==> src/pkg/smwio_defs.vh <==
// constants for the wait/in/out executor of one i/o state machine
// assumes a 200 MHz single clock and a 32-entry instruction store outside
//
// Operation
// - 16-bit instructions, one cycle unless stalled
// - low delay bits are five minus side-set
// - wait delay counts only after condition met
// - wait polarity level; gpio, pin, irq sources
// - gpio source uses absolute gpio index
// - pin source is input base plus index
// - irq wait for one clears the flag
// - relative irq adds machine number modulo four
// - in shifts count bits, count saturates 32
// - bit count zero means thirty-two
// - autopush at threshold, stall when fifo full
// - autopush zeroes shift register and count
// - in takes low bits, shifts then fills
// - input bit order independent of direction
// - out shifts count bits, count saturates 32
// - out destinations decoded including execute target
// - out value low bits, zero upper bits
// - pin destinations use output pin mapping
// - autopull refills, zeroes count, stalls if empty
// - execute target runs word next cycle
// - program counter destination jumps unconditionally
`ifndef SMWIO_DEFS_VH
`define SMWIO_DEFS_VH
// ----------------------------------------
// register word indices (byte offset divided by four)
// ----------------------------------------
`define SMWIO_REG_CONFIG 6'h00
`define SMWIO_REG_PINCFG 6'h01
`define SMWIO_REG_THRESH 6'h02
`define SMWIO_REG_STATUS 6'h03
`define SMWIO_REG_SCRATCH_X 6'h04
`define SMWIO_REG_SCRATCH_Y 6'h05
`define SMWIO_REG_ISR 6'h06
`define SMWIO_REG_OSR 6'h07
`define SMWIO_REG_PIN_DATA 6'h08
`define SMWIO_REG_PIN_DIR 6'h09
// ----------------------------------------
// opcodes and field codes
// ----------------------------------------
`define SMWIO_OP_WAIT 3'h1
`define SMWIO_OP_IN 3'h2
`define SMWIO_OP_OUT 3'h3
`define SMWIO_WSRC_GPIO 2'h0
`define SMWIO_WSRC_PIN 2'h1
`define SMWIO_WSRC_IRQ 2'h2
`define SMWIO_SRC_PINS 3'h0
`define SMWIO_SRC_X 3'h1
`define SMWIO_SRC_Y 3'h2
`define SMWIO_SRC_NULL 3'h3
`define SMWIO_SRC_ISR 3'h6
`define SMWIO_SRC_OSR 3'h7
`define SMWIO_DST_PINS 3'h0
`define SMWIO_DST_X 3'h1
`define SMWIO_DST_Y 3'h2
`define SMWIO_DST_NULL 3'h3
`define SMWIO_DST_PINDIR 3'h4
`define SMWIO_DST_PC 3'h5
`define SMWIO_DST_ISR 3'h6
`define SMWIO_DST_EXECUTE_TARGET 3'h7
`define SMWIO_FULL_COUNT 7'h20
`define SMWIO_OSR_COUNT_RESET 6'h20
`define SMWIO_MAX_SIDESET 3'h5
`endif

==> src/hw/smwio_execute_target.v <==
// wait, in and out executor of one i/o state machine, with apb config
// assumes instruction store, fifos and irq flag set run on the same clock;
// gpio inputs are asynchronous and are synchronised here
`include "smwio_defs.vh"

module smwio_execute_target (
  input wire clock,
  input wire resetn,
  input wire [7:0] paddr,
  input wire psel,
  input wire penable,
  input wire pwrite,
  input wire [31:0] pwdata,
  output reg [31:0] prdata,
  output wire pready,
  output reg pslverr,
  output wire [4:0] pc,
  input wire [15:0] instr,
  input wire [31:0] gpio_in,
  input wire [7:0] irq_flags,
  output reg [7:0] irq_clear,
  output reg [31:0] rx_data,
  output reg rx_push,
  input wire rx_full,
  input wire [31:0] tx_data,
  input wire tx_valid,
  output reg tx_pop,
  output reg [31:0] pin_data,
  output reg [31:0] pin_dir,
  output wire stalled
);

  // ----------------------------------------
  // states
  // ----------------------------------------
  localparam ST_EXECUTE_TARGET = 3'b001;
  localparam ST_DELAY = 3'b010;
  localparam ST_HALT = 3'b100;

  // ----------------------------------------
  // helper functions
  // ----------------------------------------
  // mask of the low n bits, n from 0 to 32
  function [31:0] low_mask;
    input [6:0] n;
    reg [63:0] t;
    begin
      t = (64'h0000_0000_0000_0001 << n) - 64'h0000_0000_0000_0001;
      low_mask = t[31:0];
    end
  endfunction

  // rotate left by r, used by the output pin mapping
  function [31:0] rotl;
    input [31:0] v;
    input [4:0] r;
    reg [63:0] t;
    begin
      t = {v, v} << r;
      rotl = t[63:32];
    end
  endfunction

  // bit count field: zero encodes thirty-two
  function [6:0] bit_count;
    input [4:0] f;
    begin
      bit_count = (f == 5'h00) ? `SMWIO_FULL_COUNT : {2'b00, f};
    end
  endfunction

  // ----------------------------------------
  // configuration registers
  // ----------------------------------------
  reg cfg_enable;
  reg cfg_autopush;
  reg cfg_autopull;
  reg input_shift_direction; // 1 shifts right
  reg output_shift_direction; // 1 shifts right
  reg [2:0] cfg_sideset;
  reg [1:0] cfg_sm_num;
  reg [4:0] input_pin_base;
  reg [4:0] cfg_out_base;
  reg [5:0] cfg_out_count;
  reg [4:0] push_threshold;
  reg [4:0] pull_threshold;

  // ----------------------------------------
  // machine state
  // ----------------------------------------
  reg [2:0] state;
  reg [4:0] pc_reg;
  reg [4:0] delay_cnt;
  reg [31:0] scratch_x;
  reg [31:0] scratch_y;
  reg [31:0] input_shift_register;
  reg [31:0] output_shift_register;
  reg [5:0] isr_count;
  reg [5:0] osr_count;
  reg [15:0] execute_target_word;
  reg execute_target_pending;
  reg [31:0] gpio_meta;
  reg [31:0] gpio_sync;

  assign pc = pc_reg;

  // ----------------------------------------
  // gpio synchroniser
  // ----------------------------------------
  // two stages; only the second stage feeds decoding
  always @(posedge clock) begin
    if (!resetn) begin
      gpio_meta <= 32'h0000_0000;
      gpio_sync <= 32'h0000_0000;
    end else begin
      gpio_meta <= gpio_in;
      gpio_sync <= gpio_meta;
    end
  end

  // ----------------------------------------
  // decode and execute, combinational part
  // ----------------------------------------
  reg [15:0] cur;
  reg [2:0] op;
  reg [4:0] dly;
  reg [6:0] n;
  reg [31:0] mapped_in;
  reg [2:0] irq_idx;
  reg wait_bit;
  reg stall;
  reg [31:0] src;
  reg [31:0] isr_next;
  reg [6:0] isr_cnt_sum;
  reg [5:0] isr_cnt_next;
  reg [31:0] osr_cur;
  reg [5:0] osr_cnt_cur;
  reg [63:0] out_t;
  reg [31:0] out_val;
  reg [31:0] osr_next;
  reg [6:0] osr_cnt_sum;
  reg [6:0] push_lim;
  reg [6:0] pull_lim;
  reg do_push;
  reg need_pull;
  reg [63:0] in_t;
  reg [63:0] in_f;

  // the word taken from the data stream runs in place of the fetched one
  always @* begin
    cur = execute_target_pending ? execute_target_word : instr;
    op = cur[15:13];
    dly = cur[12:8] & (5'h1F >> cfg_sideset);
    n = bit_count(cur[4:0]);
    mapped_in = rotl(gpio_sync, 5'h00 - input_pin_base);
    // relative irq index: low two bits plus machine number, bit 2 kept
    irq_idx = cur[4] ? {cur[2], cur[1:0] + cfg_sm_num} : cur[2:0];
    push_lim = (push_threshold == 5'h00) ? `SMWIO_FULL_COUNT : {2'b00, push_threshold};
    pull_lim = (pull_threshold == 5'h00) ? `SMWIO_FULL_COUNT : {2'b00, pull_threshold};
    // wait source select
    case (cur[6:5])
      `SMWIO_WSRC_GPIO: wait_bit = gpio_sync[cur[4:0]];
      `SMWIO_WSRC_PIN: wait_bit = mapped_in[cur[4:0]];
      `SMWIO_WSRC_IRQ: wait_bit = irq_flags[irq_idx];
      default: wait_bit = cur[7]; // reserved source never stalls
    endcase
    // in source select
    case (cur[7:5])
      `SMWIO_SRC_PINS: src = mapped_in;
      `SMWIO_SRC_X: src = scratch_x;
      `SMWIO_SRC_Y: src = scratch_y;
      `SMWIO_SRC_ISR: src = input_shift_register;
      `SMWIO_SRC_OSR: src = output_shift_register;
      default: src = 32'h0000_0000; // null and reserved shift zeroes
    endcase
    // in: open a gap, then copy the low bits of the source into it
    in_t = 64'h0000_0000_0000_0000;
    in_f = {32'h0000_0000, src & low_mask(n)};
    if (input_shift_direction) begin
      in_t = {input_shift_register, 32'h0000_0000} >> n;
      in_f = in_f << (7'h20 - n); // lsb of data stays lowest
      isr_next = in_t[63:32] | in_f[31:0];
    end else begin
      in_t = {32'h0000_0000, input_shift_register} << n;
      isr_next = in_t[31:0] | in_f[31:0];
    end
    isr_cnt_sum = {1'b0, isr_count} + n;
    isr_cnt_next = (isr_cnt_sum > `SMWIO_FULL_COUNT) ? 6'h20 : isr_cnt_sum[5:0];
    do_push = cfg_autopush && ({1'b0, isr_cnt_next} >= push_lim);
    // out: an empty register at threshold is refilled first
    need_pull = cfg_autopull && ({1'b0, osr_count} >= pull_lim);
    osr_cur = need_pull ? tx_data : output_shift_register;
    osr_cnt_cur = need_pull ? 6'h00 : osr_count;
    if (output_shift_direction) begin
      out_val = osr_cur & low_mask(n);
      out_t = {32'h0000_0000, osr_cur} >> n;
      osr_next = out_t[31:0];
    end else begin
      out_t = {32'h0000_0000, osr_cur} << n;
      out_val = out_t[63:32];
      osr_next = out_t[31:0];
    end
    osr_cnt_sum = {1'b0, osr_cnt_cur} + n;
    // stall terms; a stalled cycle leaves pc, shift registers, counts and pins alone
    case (op)
      `SMWIO_OP_WAIT: stall = (wait_bit != cur[7]);
      `SMWIO_OP_IN: stall = do_push && (rx_full || rx_push);
      `SMWIO_OP_OUT: stall = need_pull && !tx_valid;
      default: stall = 1'b0;
    endcase
  end

  assign stalled = (state == ST_EXECUTE_TARGET) && stall;

  // irq clear and fifo pop are single-cycle strobes of any unstalled execute cycle, also one that disable turns into a halt
  always @* begin
    irq_clear = 8'h00;
    tx_pop = 1'b0;
    if (state == ST_EXECUTE_TARGET && !stall) begin
      if (op == `SMWIO_OP_WAIT && cur[6:5] == `SMWIO_WSRC_IRQ && cur[7])
        irq_clear[irq_idx] = 1'b1;
      if (op == `SMWIO_OP_OUT && need_pull)
        tx_pop = 1'b1;
    end
  end

  // ----------------------------------------
  // apb slave
  // ----------------------------------------
  // zero wait states; read data captured in the setup cycle
  assign pready = 1'b1;
  wire apb_setup = psel && !penable;
  wire apb_write = psel && penable && pwrite;
  wire [5:0] widx = paddr[7:2];
  wire mapped = (widx <= `SMWIO_REG_PIN_DIR);

  always @(posedge clock) begin
    if (!resetn) begin
      prdata <= 32'h0000_0000;
      pslverr <= 1'b0;
    end else if (apb_setup) begin
      pslverr <= !mapped;
      case (widx)
        `SMWIO_REG_CONFIG: prdata <= {22'h00_0000, cfg_sm_num, cfg_sideset,
          output_shift_direction, input_shift_direction, cfg_autopull, cfg_autopush,
          cfg_enable};
        `SMWIO_REG_PINCFG: prdata <= {16'h0000, cfg_out_count, cfg_out_base, input_pin_base};
        `SMWIO_REG_THRESH: prdata <= {19'h0_0000, pull_threshold, 3'h0, push_threshold};
        `SMWIO_REG_STATUS: prdata <= {13'h0000, execute_target_pending, stalled, osr_count,
          isr_count, pc_reg};
        `SMWIO_REG_SCRATCH_X: prdata <= scratch_x;
        `SMWIO_REG_SCRATCH_Y: prdata <= scratch_y;
        `SMWIO_REG_ISR: prdata <= input_shift_register;
        `SMWIO_REG_OSR: prdata <= output_shift_register;
        `SMWIO_REG_PIN_DATA: prdata <= pin_data;
        `SMWIO_REG_PIN_DIR: prdata <= pin_dir;
        default: prdata <= 32'h0000_0000;
      endcase
    end
  end

  // configuration writes; clamp side-set so the delay mask stays sane
  always @(posedge clock) begin
    if (!resetn) begin
      cfg_enable <= 1'b0;
      cfg_autopush <= 1'b0;
      cfg_autopull <= 1'b0;
      input_shift_direction <= 1'b1;
      output_shift_direction <= 1'b1;
      cfg_sideset <= 3'h0;
      cfg_sm_num <= 2'h0;
      input_pin_base <= 5'h00;
      cfg_out_base <= 5'h00;
      cfg_out_count <= 6'h00;
      push_threshold <= 5'h00;
      pull_threshold <= 5'h00;
    end else if (apb_write) begin
      if (widx == `SMWIO_REG_CONFIG) begin
        cfg_enable <= pwdata[0];
        cfg_autopush <= pwdata[1];
        cfg_autopull <= pwdata[2];
        input_shift_direction <= pwdata[3];
        output_shift_direction <= pwdata[4];
        cfg_sideset <= (pwdata[7:5] > `SMWIO_MAX_SIDESET) ? `SMWIO_MAX_SIDESET : pwdata[7:5];
        cfg_sm_num <= pwdata[9:8];
      end
      if (widx == `SMWIO_REG_PINCFG) begin
        input_pin_base <= pwdata[4:0];
        cfg_out_base <= pwdata[9:5];
        cfg_out_count <= (pwdata[15:10] > 6'h20) ? 6'h20 : pwdata[15:10];
      end
      if (widx == `SMWIO_REG_THRESH) begin
        push_threshold <= pwdata[4:0];
        pull_threshold <= pwdata[12:8];
      end
    end
  end

  // ----------------------------------------
  // sequencer and datapath registers
  // ----------------------------------------
  wire [31:0] pin_mask = rotl(low_mask({1'b0, cfg_out_count}), cfg_out_base);
  wire [31:0] pin_val = rotl(out_val, cfg_out_base);
  wire [4:0] pc_inc = pc_reg + 5'h01;

  // one clocked process so each shift register has a single writer;
  // software writes to x and y lose to a same-cycle instruction write
  always @(posedge clock) begin
    if (!resetn) begin
      state <= ST_HALT;
      pc_reg <= 5'h00;
      delay_cnt <= 5'h00;
      scratch_x <= 32'h0000_0000;
      scratch_y <= 32'h0000_0000;
      input_shift_register <= 32'h0000_0000;
      output_shift_register <= 32'h0000_0000;
      isr_count <= 6'h00;
      osr_count <= `SMWIO_OSR_COUNT_RESET;
      execute_target_word <= 16'h0000;
      execute_target_pending <= 1'b0;
      rx_push <= 1'b0;
      rx_data <= 32'h0000_0000;
      pin_data <= 32'h0000_0000;
      pin_dir <= 32'h0000_0000;
    end else begin
      rx_push <= 1'b0;
      if (apb_write && widx == `SMWIO_REG_SCRATCH_X)
        scratch_x <= pwdata;
      if (apb_write && widx == `SMWIO_REG_SCRATCH_Y)
        scratch_y <= pwdata;
      case (state)
        ST_HALT: begin
          if (cfg_enable)
            state <= ST_EXECUTE_TARGET;
        end
        ST_DELAY: begin
          // idle cycles after a completed instruction
          if (delay_cnt == 5'h01)
            state <= cfg_enable ? ST_EXECUTE_TARGET : ST_HALT;
          delay_cnt <= delay_cnt - 5'h01;
        end
        ST_EXECUTE_TARGET: begin
          if (!cfg_enable) begin
            state <= ST_HALT;
          end else if (!stall) begin
            // completes in this cycle; delay starts only now
            pc_reg <= pc_inc;
            execute_target_pending <= 1'b0;
            if (dly != 5'h00) begin
              state <= ST_DELAY;
              delay_cnt <= dly;
            end
            if (op == `SMWIO_OP_IN) begin
              if (do_push) begin
                rx_push <= 1'b1;
                rx_data <= isr_next;
                input_shift_register <= 32'h0000_0000;
                isr_count <= 6'h00;
              end else begin
                input_shift_register <= isr_next;
                isr_count <= isr_cnt_next;
              end
            end
            if (op == `SMWIO_OP_OUT) begin
              output_shift_register <= osr_next;
              osr_count <= (osr_cnt_sum > `SMWIO_FULL_COUNT) ? 6'h20 : osr_cnt_sum[5:0];
              case (cur[7:5])
                `SMWIO_DST_PINS: pin_data <= (pin_data & ~pin_mask) | (pin_val & pin_mask);
                `SMWIO_DST_X: scratch_x <= out_val;
                `SMWIO_DST_Y: scratch_y <= out_val;
                `SMWIO_DST_PINDIR: pin_dir <= (pin_dir & ~pin_mask) | (pin_val & pin_mask);
                `SMWIO_DST_PC: pc_reg <= out_val[4:0];
                `SMWIO_DST_ISR: begin
                  input_shift_register <= out_val;
                  isr_count <= n[5:0];
                end
                `SMWIO_DST_EXECUTE_TARGET: begin
                  // the out's own delay is dropped; the executee's counts
                  execute_target_word <= out_val[15:0];
                  execute_target_pending <= 1'b1;
                  state <= ST_EXECUTE_TARGET;
                  delay_cnt <= 5'h00;
                end
                default: begin
                end
              endcase
            end
          end
        end
        default: state <= ST_HALT;
      endcase
    end
  end

endmodule // smwio_execute_target

==> config.mk <==
export PLATFORM = sky130hd
export DESIGN_NAME = smwio_execute_target
export DESIGN_NICKNAME = d
export VERILOG_FILES = /design/src/hw/smwio_execute_target.v
export VERILOG_INCLUDE_DIRS = /design/src /design/src/pkg
export SDC_FILE = /design/constraint.sdc
export NUM_CORES = 2
export LEC_CHECK = 0
export ABC_AREA = 1
export BUFFER_PORTS_ARGS = -buffer_cell sky130_fd_sc_hd__buf_2
export CAP_MARGIN = 5
export CORE_MARGIN = 2
export CORE_UTILIZATION = 35
export CTS_BUF_LIST = sky130_fd_sc_hd__clkbuf_4 sky130_fd_sc_hd__clkbuf_8
export DETAILED_ROUTE_END_ITERATION = 10
export PLACE_DENSITY_LB_ADDON = 0.12
export SLEW_MARGIN = 15
export SYNTH_ARGS = -nofsm -noshare
export SYNTH_HDL_FRONTEND = slang
export SYNTH_SLANG_ARGS = --single-unit
==> constraint.sdc <==
create_clock -name clock -period 6.67 [get_ports clock]
set_input_delay 0.3335 -clock clock [delete_from_list [all_inputs] [get_ports clock]]
set_output_delay 0.3335 -clock clock [all_outputs]
set_load 0.01 [all_outputs]
==> results.py <==
metrics = {
    "run_status": {
        "outcome": "finished, final reports clean",
    },
    "worst_hold_path": {
        "hp-class": "in2reg",
        "hold_path_depth": 5,
    },
    "die": {
        "die_h_microns": 335,
        "initial_utilization_pct": 35.2,
        "die_x_microns": 335,
        "dieArea_sq_um": 112000,
        "ioPinCount": 281,
        "rows": 121,
        "core_area_sq_um": 109000,
    },
    "timing": {
        "finClkSkew_ps": 35.2,
        "setup_viol": 0,
        "fin_ws_ps": 487,
        "fmax_ghz": 0.162,
        "fin_crit_ps": 6180,
        "tightestPinTransition_ps": 1350,
        "finalCritPeriodShare_pct": 92.7,
        "relSlewSlack_pct": 8.92,
        "hold_violations": 0,
        "tns_ps": 0,
        "slew_viol_final": 0,
    },
    "clock_tree": {
        "cts_root_buf": "clkbuf_8",
        "cts_inserted_buffers": 83,
        "cts_tree": "done",
        "clk_path_buf_depth": 3,
        "clk_pin_slew_ps": 70,
        "clock-sinks": 400,
        "insertion_delay_ps": 770,
        "cts_max_level": 3,
    },
    "worst_setup_path": {
        "critPathLaunch": "execute_target_pending",
        "cp_slowest_cell": "dfxtp_4",
        "cp_max_fo": 10,
        "cp-endpoint": "irq_clear[0]",
        "worstPathArrival_ps": 5850,
        "rr_startpoint": "execute_target_pending",
        "reg2reg_depth": 40,
        "required_ps": 6340,
        "crit_type": "reg2out",
        "r2r_end": "scratch_x[2]",
        "start_kind": "flop",
        "cp_common_cell": "nand2_1",
        "max_stage_delay_ps": 410,
        "end_kind": "output pin",
        "regToRegSetupSlack_ps": 690,
    },
    "power": {
        "leakagePower_nw": 20.2,
        "p_int_mw": 4.66,
        "p_per_area_nw_per_um2": 162,
        "clkPwrFrac_pct": 45.4,
        "p_sw_mw": 2.36,
        "ir_drop_v": 0.000144,
        "p_sw_share_pct": 33.6,
        "seq_power_share_pct": 34.5,
        "power_mw": 7.01,
        "p_comb_share_pct": 20.1,
    },
    "route": {
        "wl_mm": 240,
        "wl_per_cell_microns": 28.5,
        "remaining_drc_errors": 0,
        "drt-initial-drc-count": 6703,
        "antenna_left": 0,
        "first_pass_iters": 7,
        "wl_met3_mm": 21.1,
        "wl_met2_mm": 104,
        "routed_via_density": 6.04,
        "drt-met1-wl_mm": 94.1,
        "via_count": 50900,
        "maxUsedRoutingLayer": "met5",
    },
    "yosys": {
        "ys_ff_latch": 400,
        "synth_async_sr_flop_share_pct": 0,
        "ys_types": 75,
        "netlist_instances": 6874,
        "yosys_most_used_dff": "dfxtp_1",
        "synth-edff-count": 0,
        "synth_warnings": 0,
        "yosysSeqAreaShare_pct": 20.9,
        "avgSynthCellArea_sq_um": 5.57,
        "synth_area_sq_um": 38300,
    },
    "placed_design": {
        "dp_hpwl_mm": 188,
        "port_buffers": 277,
        "gp_routability_congestion": 1.10,
        "preCtsSetupSlack_ps": 135,
        "dp.cells": 8226,
    },
    "finish": {
        "final_cell_mix": "1894 x nand2_1, 1375 x nand3_1, 568 x nor2_1, 534 x o21ai_0, 464 x inv_1",
        "utilization_pct": 39.7,
        "syn_to_final_growth_pct": 12.8,
        "final_common_cell": "nand2_1",
        "layout.cells.non_filler": 8439,
        "fillCellCount": 12500,
        "finalNetCount": 7116,
        "drive_above_1_share_pct": 10.3,
    },
    "global_routing": {
        "grt_max_degree": 162,
        "grt_pass1_vias": 46500,
        "grt_pass1_wl_mm": 338,
        "antenna_found_initial": 8,
        "grt_overflow": 0,
        "track_usage_pct": 41.4,
    },
    "run": {
        "max_cap_violations": 0,
    },
}
==> worst min-delay path by stage <==
stage,from,to,slack [ps]
6_report,pwdata[30],scratch_x[30],40
3_3_place_gp,gpio_meta[3],gpio_sync[3],400
3_5_place_dp,gpio_meta[3],gpio_sync[3],400
5_1_grt,pwdata[17],scratch_y[17],60
2_1_floorplan,gpio_meta[0],gpio_sync[0],390
4_1_cts,pwdata[26],scratch_x[26],4
==> synth_stat cells (all sizes together), types with 7 or more instances <==
library cell / count / area [sq um]
a211oi: 15 / 113
a21oi: 353 / 1770
a221oi: 11 / 96.3
a22oi: 50 / 375
a31oi: 27 / 169
buf: 230 / 1200
clkbuf: 251 / 942
clkinv: 7 / 26.3
dfxtp: 400 / 8010
ha: 31 / 388
inv: 505 / 1910
mux2i: 25 / 250
nand2: 1919 / 7310
nand3: 1386 / 6990
nand3b: 10 / 75.1
nand4: 100 / 651
nor2: 599 / 2360
nor3: 33 / 186
o2111ai: 12 / 105
o211ai: 73 / 548
o21a: 10 / 75.1
o21ai: 609 / 3090
o221ai: 13 / 114
o22ai: 85 / 532
o31ai: 16 / 120
o41ai: 10 / 87.6
or2: 14 / 87.6
xnor2: 14 / 145
xor2: 25 / 234
==> logic make-up after synthesis <==
group / share of synthesized area, %
AO/OA/AOI/OAI: 19.5
XOR/XNOR: 0.990
adder cells (fa/ha/maj): 1.01
buffers and inverters: 10.6
flip-flops: 20.9
multiplexers: 0.654
other: 0.00979
AND/OR/NAND/NOR: 46.3
==> what timing repair did <==
action | in CTS | in global routing
pin swaps | 1 | 3
endpoints found under the hold margin | 65 | 0
endpoints found under the setup margin | 9 | 107
gates resized for setup | 3 | 18
buffers inserted | 1 | 2
hold buffers | 50 | 0
==> power groups by stage <==
stage	combinational [mW]	sequential [mW]	clock, mW
2_1_floorplan	0.851	2.47	0
3_3_place_gp	1.34	2.47	0
3_5_place_dp	1.33	2.47	0
4_1_cts	1.36	2.42	3.23
5_1_grt	1.50	2.42	3.33
6_report	1.41	2.42	3.18
==> through the flow <==
| stage | hold WS (ps) | instance area, sq um |
|---|---|---|
| 2_1_floorplan | 390 | 38300 |
| 3_3_place_gp | 397 | 40600 |
| 3_5_place_dp | 395 | 40600 |
| 4_1_cts | 3.65 | 43100 |
| 5_1_grt | 55.6 | 43200 |
| 6_report | 40.4 | 43200 |
==> worst max-delay path: cells and delay by family, from the launching register on <==
kind	cells	cell delay [ps]
AND/OR/NAND/NOR	19	1930
AO/OA/AOI/OAI	9	1350
adder cells (fa/ha/maj)	4	800
buffers and inverters	6	560
flip-flops	1	410
==> per-layer routing <==
metal / up-vias / track usage, %
met5: - / 0
met4: 2 / 30.9
met3: 680 / 8.74
met2: 2735 / 64.0
met1: 24100 / 50.5
li1: 23400 / -
==> cell type report <==
class,count,area [sq um],area share [%]
inverter,512,1940,4.48
clock inverter,21,317,0.733
clock buffer,132,1680,3.89
multi-input combinational,5482,26300,60.9
timing repair buffer,471,3130,7.25
sequential,400,8020,18.6
tap,1414,1770,4.10
antenna,7,17.5,0.0406
Power figures use the tool's default switching activity.
